File: config.mk
export PLATFORM = sky130hd
export DESIGN_NAME = phy_mgmt_regs
export DESIGN_NICKNAME = d
export VERILOG_FILES = /design/src/rtl/col_test_gen.v /design/src/rtl/latch_flag.v /design/src/rtl/phy_mgmt_regs.v
export VERILOG_INCLUDE_DIRS = /design/src /design/src/rtl
export SDC_FILE = /design/constraint.sdc
export NUM_CORES = 1
export LEC_CHECK = 0
export ABC_CLOCK_PERIOD_IN_PS = 2000
export BUFFER_PORTS_ARGS = -buffer_cell sky130_fd_sc_hd__buf_2
export CORE_MARGIN = 4
export CORE_UTILIZATION = 55
export CTS_BUF_LIST = sky130_fd_sc_hd__clkbuf_16
export DETAILED_ROUTE_END_ITERATION = 16
export PLACE_DENSITY = 0.84
export SLEW_MARGIN = 0
export SYNTH_ARGS = -nofsm -noshare
export SYNTH_HDL_FRONTEND = slang
export SYNTH_HIERARCHICAL = 1
export SYNTH_SLANG_ARGS = --single-unit
File: constraint.sdc
create_clock -name clk -period 2 [get_ports clk]
set_input_delay 0.4 -clock clk [delete_from_list [all_inputs] [get_ports clk]]
set_output_delay 0.4 -clock clk [all_outputs]
set_load 0.1 [all_outputs]
File: src/rtl/phy_mgmt_defs.vh
// Register addresses, field positions, reset values and timing counts
`ifndef PHY_MGMT_DEFS_VH
`define PHY_MGMT_DEFS_VH

// ==========================================================
// Register addresses
`define ADDR_CONTROL 5'h00
`define ADDR_STATUS 5'h01

// ==========================================================
// Control field positions
`define CTL_LOOPBACK 14
`define CTL_SPEED 13
`define CTL_ANEG_EN 12
`define CTL_DUPLEX 8
`define CTL_COLTEST 7
`define CTL_KEEP_MASK 16'h7180
`define CTL_RESET_VAL 16'h3000

// ==========================================================
// Status field positions
`define ST_T4 15
`define ST_CAP_HI 14
`define ST_CAP_LO 11
`define ST_RSV_HI 10
`define ST_RSV_LO 7
`define ST_PRE_SUPP 6
`define ST_ANEG_DONE 5
`define ST_RFAULT 4
`define ST_ANEG_ABLE 3
`define ST_LINK 2
`define ST_JABBER 1
`define ST_EXT_CAP 0
`define ST_OVR_RESET 16'h7800
`define ST_OVR_MASK 16'h7FC0

// ==========================================================
// Collision test timing
`define BIT_NS 10
`define COL_ON_BITS 512
`define COL_OFF_BITS 4
`define CLK_NS 4
// Assert after 2 cycles, well inside the 512 bit window
`define COL_ON_CYC 2
// Longest drop delay rounds down: 4 bits * 10 ns / 4 ns
`define COL_OFF_CYC ((`COL_OFF_BITS * `BIT_NS) / `CLK_NS)

`endif

File: src/rtl/col_test_gen.v
// Collision test generator: COL follows TXEN with bounded delays
`include "phy_mgmt_defs.vh"
module col_test_gen #(
	parameter ON_CYC = `COL_ON_CYC
) (
	input wire clk,
	input wire rst_b,
	input wire enable,
	input wire tx_en,
	output reg col
);
	// ==========================================================
	// Delay counter
	reg [3:0] cnt_q;
	always @(posedge clk or negedge rst_b) begin
		if (!rst_b) begin
			cnt_q <= 4'h0;
			col <= 1'b0;
		end else if (!enable || !tx_en) begin
			// Drop on the next edge, one cycle after TXEN falls
			cnt_q <= 4'h0;
			col <= 1'b0;
		end else if (cnt_q == ON_CYC[3:0] - 4'h1) begin
			col <= 1'b1;
		end else begin
			cnt_q <= cnt_q + 4'h1;
		end
	end
endmodule

File: src/rtl/latch_flag.v
// Latching status flag that holds an event until read
module latch_flag #(
	parameter LATCH_HIGH = 1
) (
	input wire clk,
	input wire rst_b,
	input wire live,
	input wire rd_clr,
	input wire flush,
	output reg flag_q
);
	// ==========================================================
	// Latch holds the event value; a read returns to live value
	wire event_on = LATCH_HIGH ? live : ~live;
	reg held_q;
	// Flag follows the next held value so a read clears it at once;
	// a back-to-back read then already sees the live condition
	wire held_d = flush ? 1'b0 :
		event_on ? 1'b1 :
		rd_clr ? 1'b0 : held_q;
	always @(posedge clk or negedge rst_b) begin
		if (!rst_b) begin
			held_q <= 1'b0;
			flag_q <= 1'b0;
		end else begin
			// Event arriving on the read cycle is kept
			if (flush)
				held_q <= 1'b0;
			else if (event_on)
				held_q <= 1'b1;
			else if (rd_clr)
				held_q <= 1'b0;
			flag_q <= held_d ? (LATCH_HIGH ? 1'b1 : 1'b0)
				: (LATCH_HIGH ? 1'b0 : 1'b1);
		end
	end
endmodule

File: src/rtl/phy_mgmt_regs.v
// Control bits 14, 13, 12, 8 and 7 and status register of the PHY management set
`include "phy_mgmt_defs.vh"
// Contract
// - Autoneg on: duplex from negotiated result (code forces half in loopback)
// - Autoneg off: duplex bit picks half/full
// - Loopback: duplex bit has no effect
// - Collision test off: COL not mirroring TXEN
// - Collision test works even in loopback
// - COL rises within 512 bit times
// - COL falls within 4 bit times
// - Reserved control bits read zero
// - Status at address 1, reset to defaults
// - Four-pair capability bit always zero
// - Capability bits reset one, override-writable
// - Preamble suppression bit resets to zero
// - Negotiation complete latches high, resets zero
// - Remote fault latches high, reset zero
// - Negotiation ability and extended capability one
// - Link status latches low from monitor
// - Status read clears latched remote fault
// - Override writes blocked without enable
// - Autoneg off holds complete bit zero
module phy_mgmt_regs (
	input wire clk,
	input wire rst_b,
	input wire soft_rst,
	input wire [4:0] reg_addr,
	input wire reg_wr,
	input wire reg_rd,
	input wire [15:0] reg_wdata,
	output reg [15:0] reg_rdata,
	input wire override_wr_en,
	input wire aneg_done_live,
	input wire aneg_full_duplex,
	input wire partner_fault,
	input wire link_ok,
	input wire jabber_live,
	input wire tx_en,
	input wire mii_col_in,
	output wire mii_col,
	output wire full_duplex,
	output wire aneg_en,
	output wire loopback_en,
	output wire speed_100
);
	// ==========================================================
	// Reset synchroniser
	reg rst_s1_q;
	reg rst_s2_q;
	always @(posedge clk or negedge rst_b) begin
		if (!rst_b) begin
			rst_s1_q <= 1'b0;
			rst_s2_q <= 1'b0;
		end else begin
			rst_s1_q <= 1'b1;
			rst_s2_q <= rst_s1_q;
		end
	end
	wire rst_n = rst_s2_q;

	// ==========================================================
	// Access decode
	wire wr_ctl = reg_wr && (reg_addr == `ADDR_CONTROL);
	wire wr_st = reg_wr && (reg_addr == `ADDR_STATUS);
	wire rd_st = reg_rd && (reg_addr == `ADDR_STATUS);

	// ==========================================================
	// Control bits (only those this block keeps)
	reg [15:0] ctl_q;
	always @(posedge clk or negedge rst_n) begin
		if (!rst_n)
			ctl_q <= `CTL_RESET_VAL;
		else if (soft_rst)
			ctl_q <= `CTL_RESET_VAL;
		else if (wr_ctl)
			ctl_q <= reg_wdata & `CTL_KEEP_MASK;
	end
	assign aneg_en = ctl_q[`CTL_ANEG_EN];
	assign loopback_en = ctl_q[`CTL_LOOPBACK];
	assign speed_100 = ctl_q[`CTL_SPEED];
	wire col_test = ctl_q[`CTL_COLTEST];

	// Duplex selection; loopback forces half so bit 8 is ignored
	assign full_duplex = loopback_en ? 1'b0 :
		aneg_en ? aneg_full_duplex :
		ctl_q[`CTL_DUPLEX];

	// ==========================================================
	// Collision test
	wire col_gen;
	col_test_gen u_col (
		.clk(clk),
		.rst_b(rst_n),
		.enable(col_test),
		.tx_en(tx_en),
		.col(col_gen)
	);
	// Loopback masks real collisions unless the test overrides
	assign mii_col = col_test ? col_gen :
		(loopback_en ? 1'b0 : mii_col_in);

	// ==========================================================
	// Override-writable status bits
	reg [15:0] ovr_q;
	always @(posedge clk or negedge rst_n) begin
		if (!rst_n)
			ovr_q <= `ST_OVR_RESET;
		else if (soft_rst)
			ovr_q <= `ST_OVR_RESET;
		else if (wr_st && override_wr_en)
			ovr_q <= reg_wdata & `ST_OVR_MASK;
	end

	// ==========================================================
	// Latching flags
	wire done_q;
	wire fault_q;
	wire link_q;
	wire jab_q;
	latch_flag #(.LATCH_HIGH(1)) u_done (
		.clk(clk),
		.rst_b(rst_n),
		.live(aneg_en & aneg_done_live),
		.rd_clr(rd_st),
		.flush(soft_rst | ~aneg_en),
		.flag_q(done_q)
	);
	latch_flag #(.LATCH_HIGH(1)) u_fault (
		.clk(clk),
		.rst_b(rst_n),
		.live(partner_fault),
		.rd_clr(rd_st),
		.flush(soft_rst),
		.flag_q(fault_q)
	);
	latch_flag #(.LATCH_HIGH(0)) u_link (
		.clk(clk),
		.rst_b(rst_n),
		.live(link_ok),
		.rd_clr(rd_st),
		.flush(soft_rst),
		.flag_q(link_q)
	);
	latch_flag #(.LATCH_HIGH(1)) u_jab (
		.clk(clk),
		.rst_b(rst_n),
		.live(jabber_live),
		.rd_clr(rd_st),
		.flush(soft_rst),
		.flag_q(jab_q)
	);

	// ==========================================================
	// Status word assembly
	reg [15:0] status_w;
	always @* begin
		status_w = ovr_q & `ST_OVR_MASK;
		status_w[`ST_T4] = 1'b0;
		status_w[`ST_ANEG_DONE] = done_q & aneg_en;
		status_w[`ST_RFAULT] = fault_q;
		status_w[`ST_ANEG_ABLE] = 1'b1;
		status_w[`ST_LINK] = link_q;
		status_w[`ST_JABBER] = jab_q;
		status_w[`ST_EXT_CAP] = 1'b1;
	end

	// ==========================================================
	// Read data, registered one cycle after the read strobe
	always @(posedge clk or negedge rst_n) begin
		if (!rst_n)
			reg_rdata <= 16'h0000;
		else if (reg_rd) begin
			case (reg_addr)
			`ADDR_CONTROL: reg_rdata <= ctl_q;
			`ADDR_STATUS: reg_rdata <= status_w;
			default: reg_rdata <= 16'h0000;
			endcase
		end
	end
endmodule

==> impl_metrics.toml <==
[floorplan]
die_area_sq_um = 4400
io_pins = 55
floorplan.die.width_um = 66.34
core_area_sq_um = 3153
floorplan.initialDensity_pct = 59.37
row_count = 20
die_y_um = 66.34

[sta]
rsz0062_at_grt = "false"
final.period_utilization_pct = 96.01
period_needed_ns = 1.920
post-route-worst-setup-slack_ns = 0.07981
setup_viol = 0
fin_worst_hold_slack_ns = 0.2890
final_hold_viol_count = 0
fmax_ghz = 0.5208
fin_worst_skew_ns = 0.003880
slew_viol_final = 0
totalNegativeSetupSlack_ns = 0

[clock_network]
tritoncts = "yes"
clockBufferDepth = 2
h-tree-depth = 2
cts_made_buffers = 5
cts_sinks = 40
register_clock_pin_slew_on_the_reported_worst_setup_and_hold_paths_ns = 0.06
clk-insertion-delay-late_ns = 0.27
clk_root_buffer_cell = "clkbuf_16"
postCtsResizedCells = 0

[route]
detail-route-antenna-nets = 0
dr.pass1.iters = 4
routed_via_count_divided_by_cell_count = 5.300
violation_count_after_the_first_detailed_routing_iteration = 44
routedWlPerCell_um = 15.21
detail_route.wirelength_mm = 4.062
num_vias = 1415
route.detailed.drc = 0

[critical_path]
worst_setup_path_start_kind = "flip-flop"
critPathSlowestCell = "dfstp_2"
cp_cell_sequence = "mux2i_1 -> nor2_4 -> buf_2"
worst_setup_path_end_kind = "output pin"
cp_max_fo = 7
timing_worst_setup_path_type = "flip-flop to output pin"
cp.required_ns = 1.60
timing.critical_path.arrival_ns = 1.52
critPathMaxStageDelay_ns = 0.61

[layout]
mostFrequentLayoutCell = "buf_2"
finalInstanceArea_sq_um = 2283
finalNetCount = 258
num_antenna_cells = 0
most-common-layout-cells = "buf_2 (46), dfrtp_1 (34), nand2b_1 (19), nand2_1 (19), nor2_1 (18)"
final.fill_count = 248
combined_area_of_the_multi_input_logic_cells_sq_um = 783.3
layout.cells.non_filler = 267
drive_gt1_share_pct = 31.39
area_delta_synth_final_pct = 21.99
sequential_cell_area_sq_um = 1008

[synth]
synth-async-reset-ratio_pct = 100.0
syn-instance-count = 174
synth.avg_cell_area_sq_um = 10.76
synth_sequential_area_ratio_pct = 53.88
yosys_warnings = 6
dominantRegCellSynth = "dfrtp_1"
synth_cell_types = 35
synth_fp_nets = 210
ys_seq_elements = 40
syn_area_sq_um = 1872
synth_enable_flop_cells = 0

[global_route]
maximum_number_of_pins_on_one_net_before_global_route_repair = 39
number_of_global_route_vias_before_repair = 1460
grt_util_all_layers_pct = 20.86
grt_pass1_wl_mm = 6.906
antenna_found_initial = 0
globalRoute.totalOverflow = 0

[pwr]
total_leakage_power_nw = 1.148
power_density_nw_per_um2 = 766.0
peakVddDrop_uv = 665.3

[flow_run]
max_cap_violations = 0

[placed_design]
place.detailed.hpwl_mm = 2.841
dp_cells = 258
postPlaceCellArea_sq_um = 2137
io_buffer_count = 46
routabilityCongestion = 0.7733
place_ws_ns = 0.3239

[status]
outcome = "finished, final reports clean"

[min_path]
holdCritPathClass = "flip-flop to async pin"
per-layer routing:
metal | track usage, % | wire [um] | up-vias
li1 | - | - | 673
met1 | 27.07 | 1738 | 682
met2 | 34.45 | 1982 | 55
met3 | 5.272 | 303 | 5
met4 | 5.838 | 37 | 0
met5 | 0 | 0 | -
synth_stat cells, types with 2 or more instances:
cell type	count	area, sq um
o221ai_1	5	43.79
dfrtp_1	34	850.8
conb_1	2	7.510
nor2_1	19	71.32
nand3_1	3	15.01
nand2b_1	19	118.9
xor2_1	2	17.52
a21oi_1	2	10.01
buf_4	2	15.01
ha_1	2	25.02
nand2_1	19	71.32
clkbuf_1	4	15.01
buf_2	2	10.01
a21oi_2	3	26.28
o2bb2ai_1	8	70.07
mux2i_1	15	150.1
dfstp_2	6	157.7
inv_1	10	37.54
where the power goes:
part	switching [mW]	total, mW	internal (mW)
Sequential	0.00833	0.834	0.825
Clock	0.284	0.732	0.448
Combinational	0.132	0.184	0.0517
cells by family after synthesis:
| kind of cell | synth area share [%] |
|---|---|
| and+or+nand+nor | 21.12 |
| DFF | 53.88 |
| AOI/OAI and AO/OA | 9.559 |
| buffers and inverters | 4.746 |
| muxes | 8.021 |
| adders and majority gates | 1.337 |
| other | 0.4012 |
| xor gates and xnor gates | 0.9360 |
critical path: cells and delay by family (launching register included):
kind                   cells  cell delay (ns)
AND/OR/NAND/NOR            1             0.08
buffers and inverters      1             0.42
flip-flops                 1             0.61
multiplexers               1             0.13
worst paths after layout:
| kind | from | endpoint | slack [ns] | cells past startpoint |
|---|---|---|---|---|
| setup / recovery | ctl_q[12] | full_duplex | 0.08 | 3 |
| min in group clk | link_ok | u_link/held_q | 0.31 | 2 |
| hold reg to reg | rst_n | reg_rdata[5] | 0.29 | 1 |
| hold / removal | rst_n | reg_rdata[5] | 0.29 | 1 |
| max in group asynchronous | rst_n | ovr_q[12] | 1.36 | 1 |
| setup reg to reg | u_col/cnt_q[1] | u_col/cnt_q[0] | 0.66 | 5 |
layout make-up:
cell class	count	share of cell area, %
clock buffers	5	5.479
clock inverters	3	0.4932
inverters	10	1.644
multi-input cells	115	34.30
flip-flops and latches	40	44.16
well taps	44	2.411
repair buffers	50	11.51
metrics by stage:
stage / utilization, % / power, mW
final: 72.42 / 1.749
after detailed placement: 67.78 / 1.031
after global placement: 67.78 / 1.025
after CTS: 72.42 / 1.757
after global routing: 72.42 / 1.814
after floorplan: - / 0.9717
state kept, by name, summed over array words and instances (netlist names):
signal,count
ctl_q,5
reg_rdata,14
rst_s1_q,1
u_col/cnt_q,4
u_done/flag_q,1
rst_n,1
u_jab/flag_q,1
u_fault/flag_q,1
u_link/flag_q,1
u_link/held_q,1
ovr_q,9
u_col/col,1
timing repair:
item,CTS,global route
endpoints found under the hold margin,2,0
hold buffers,1,0
setup buffers,0,0
Power figures use the tool's default switching activity.
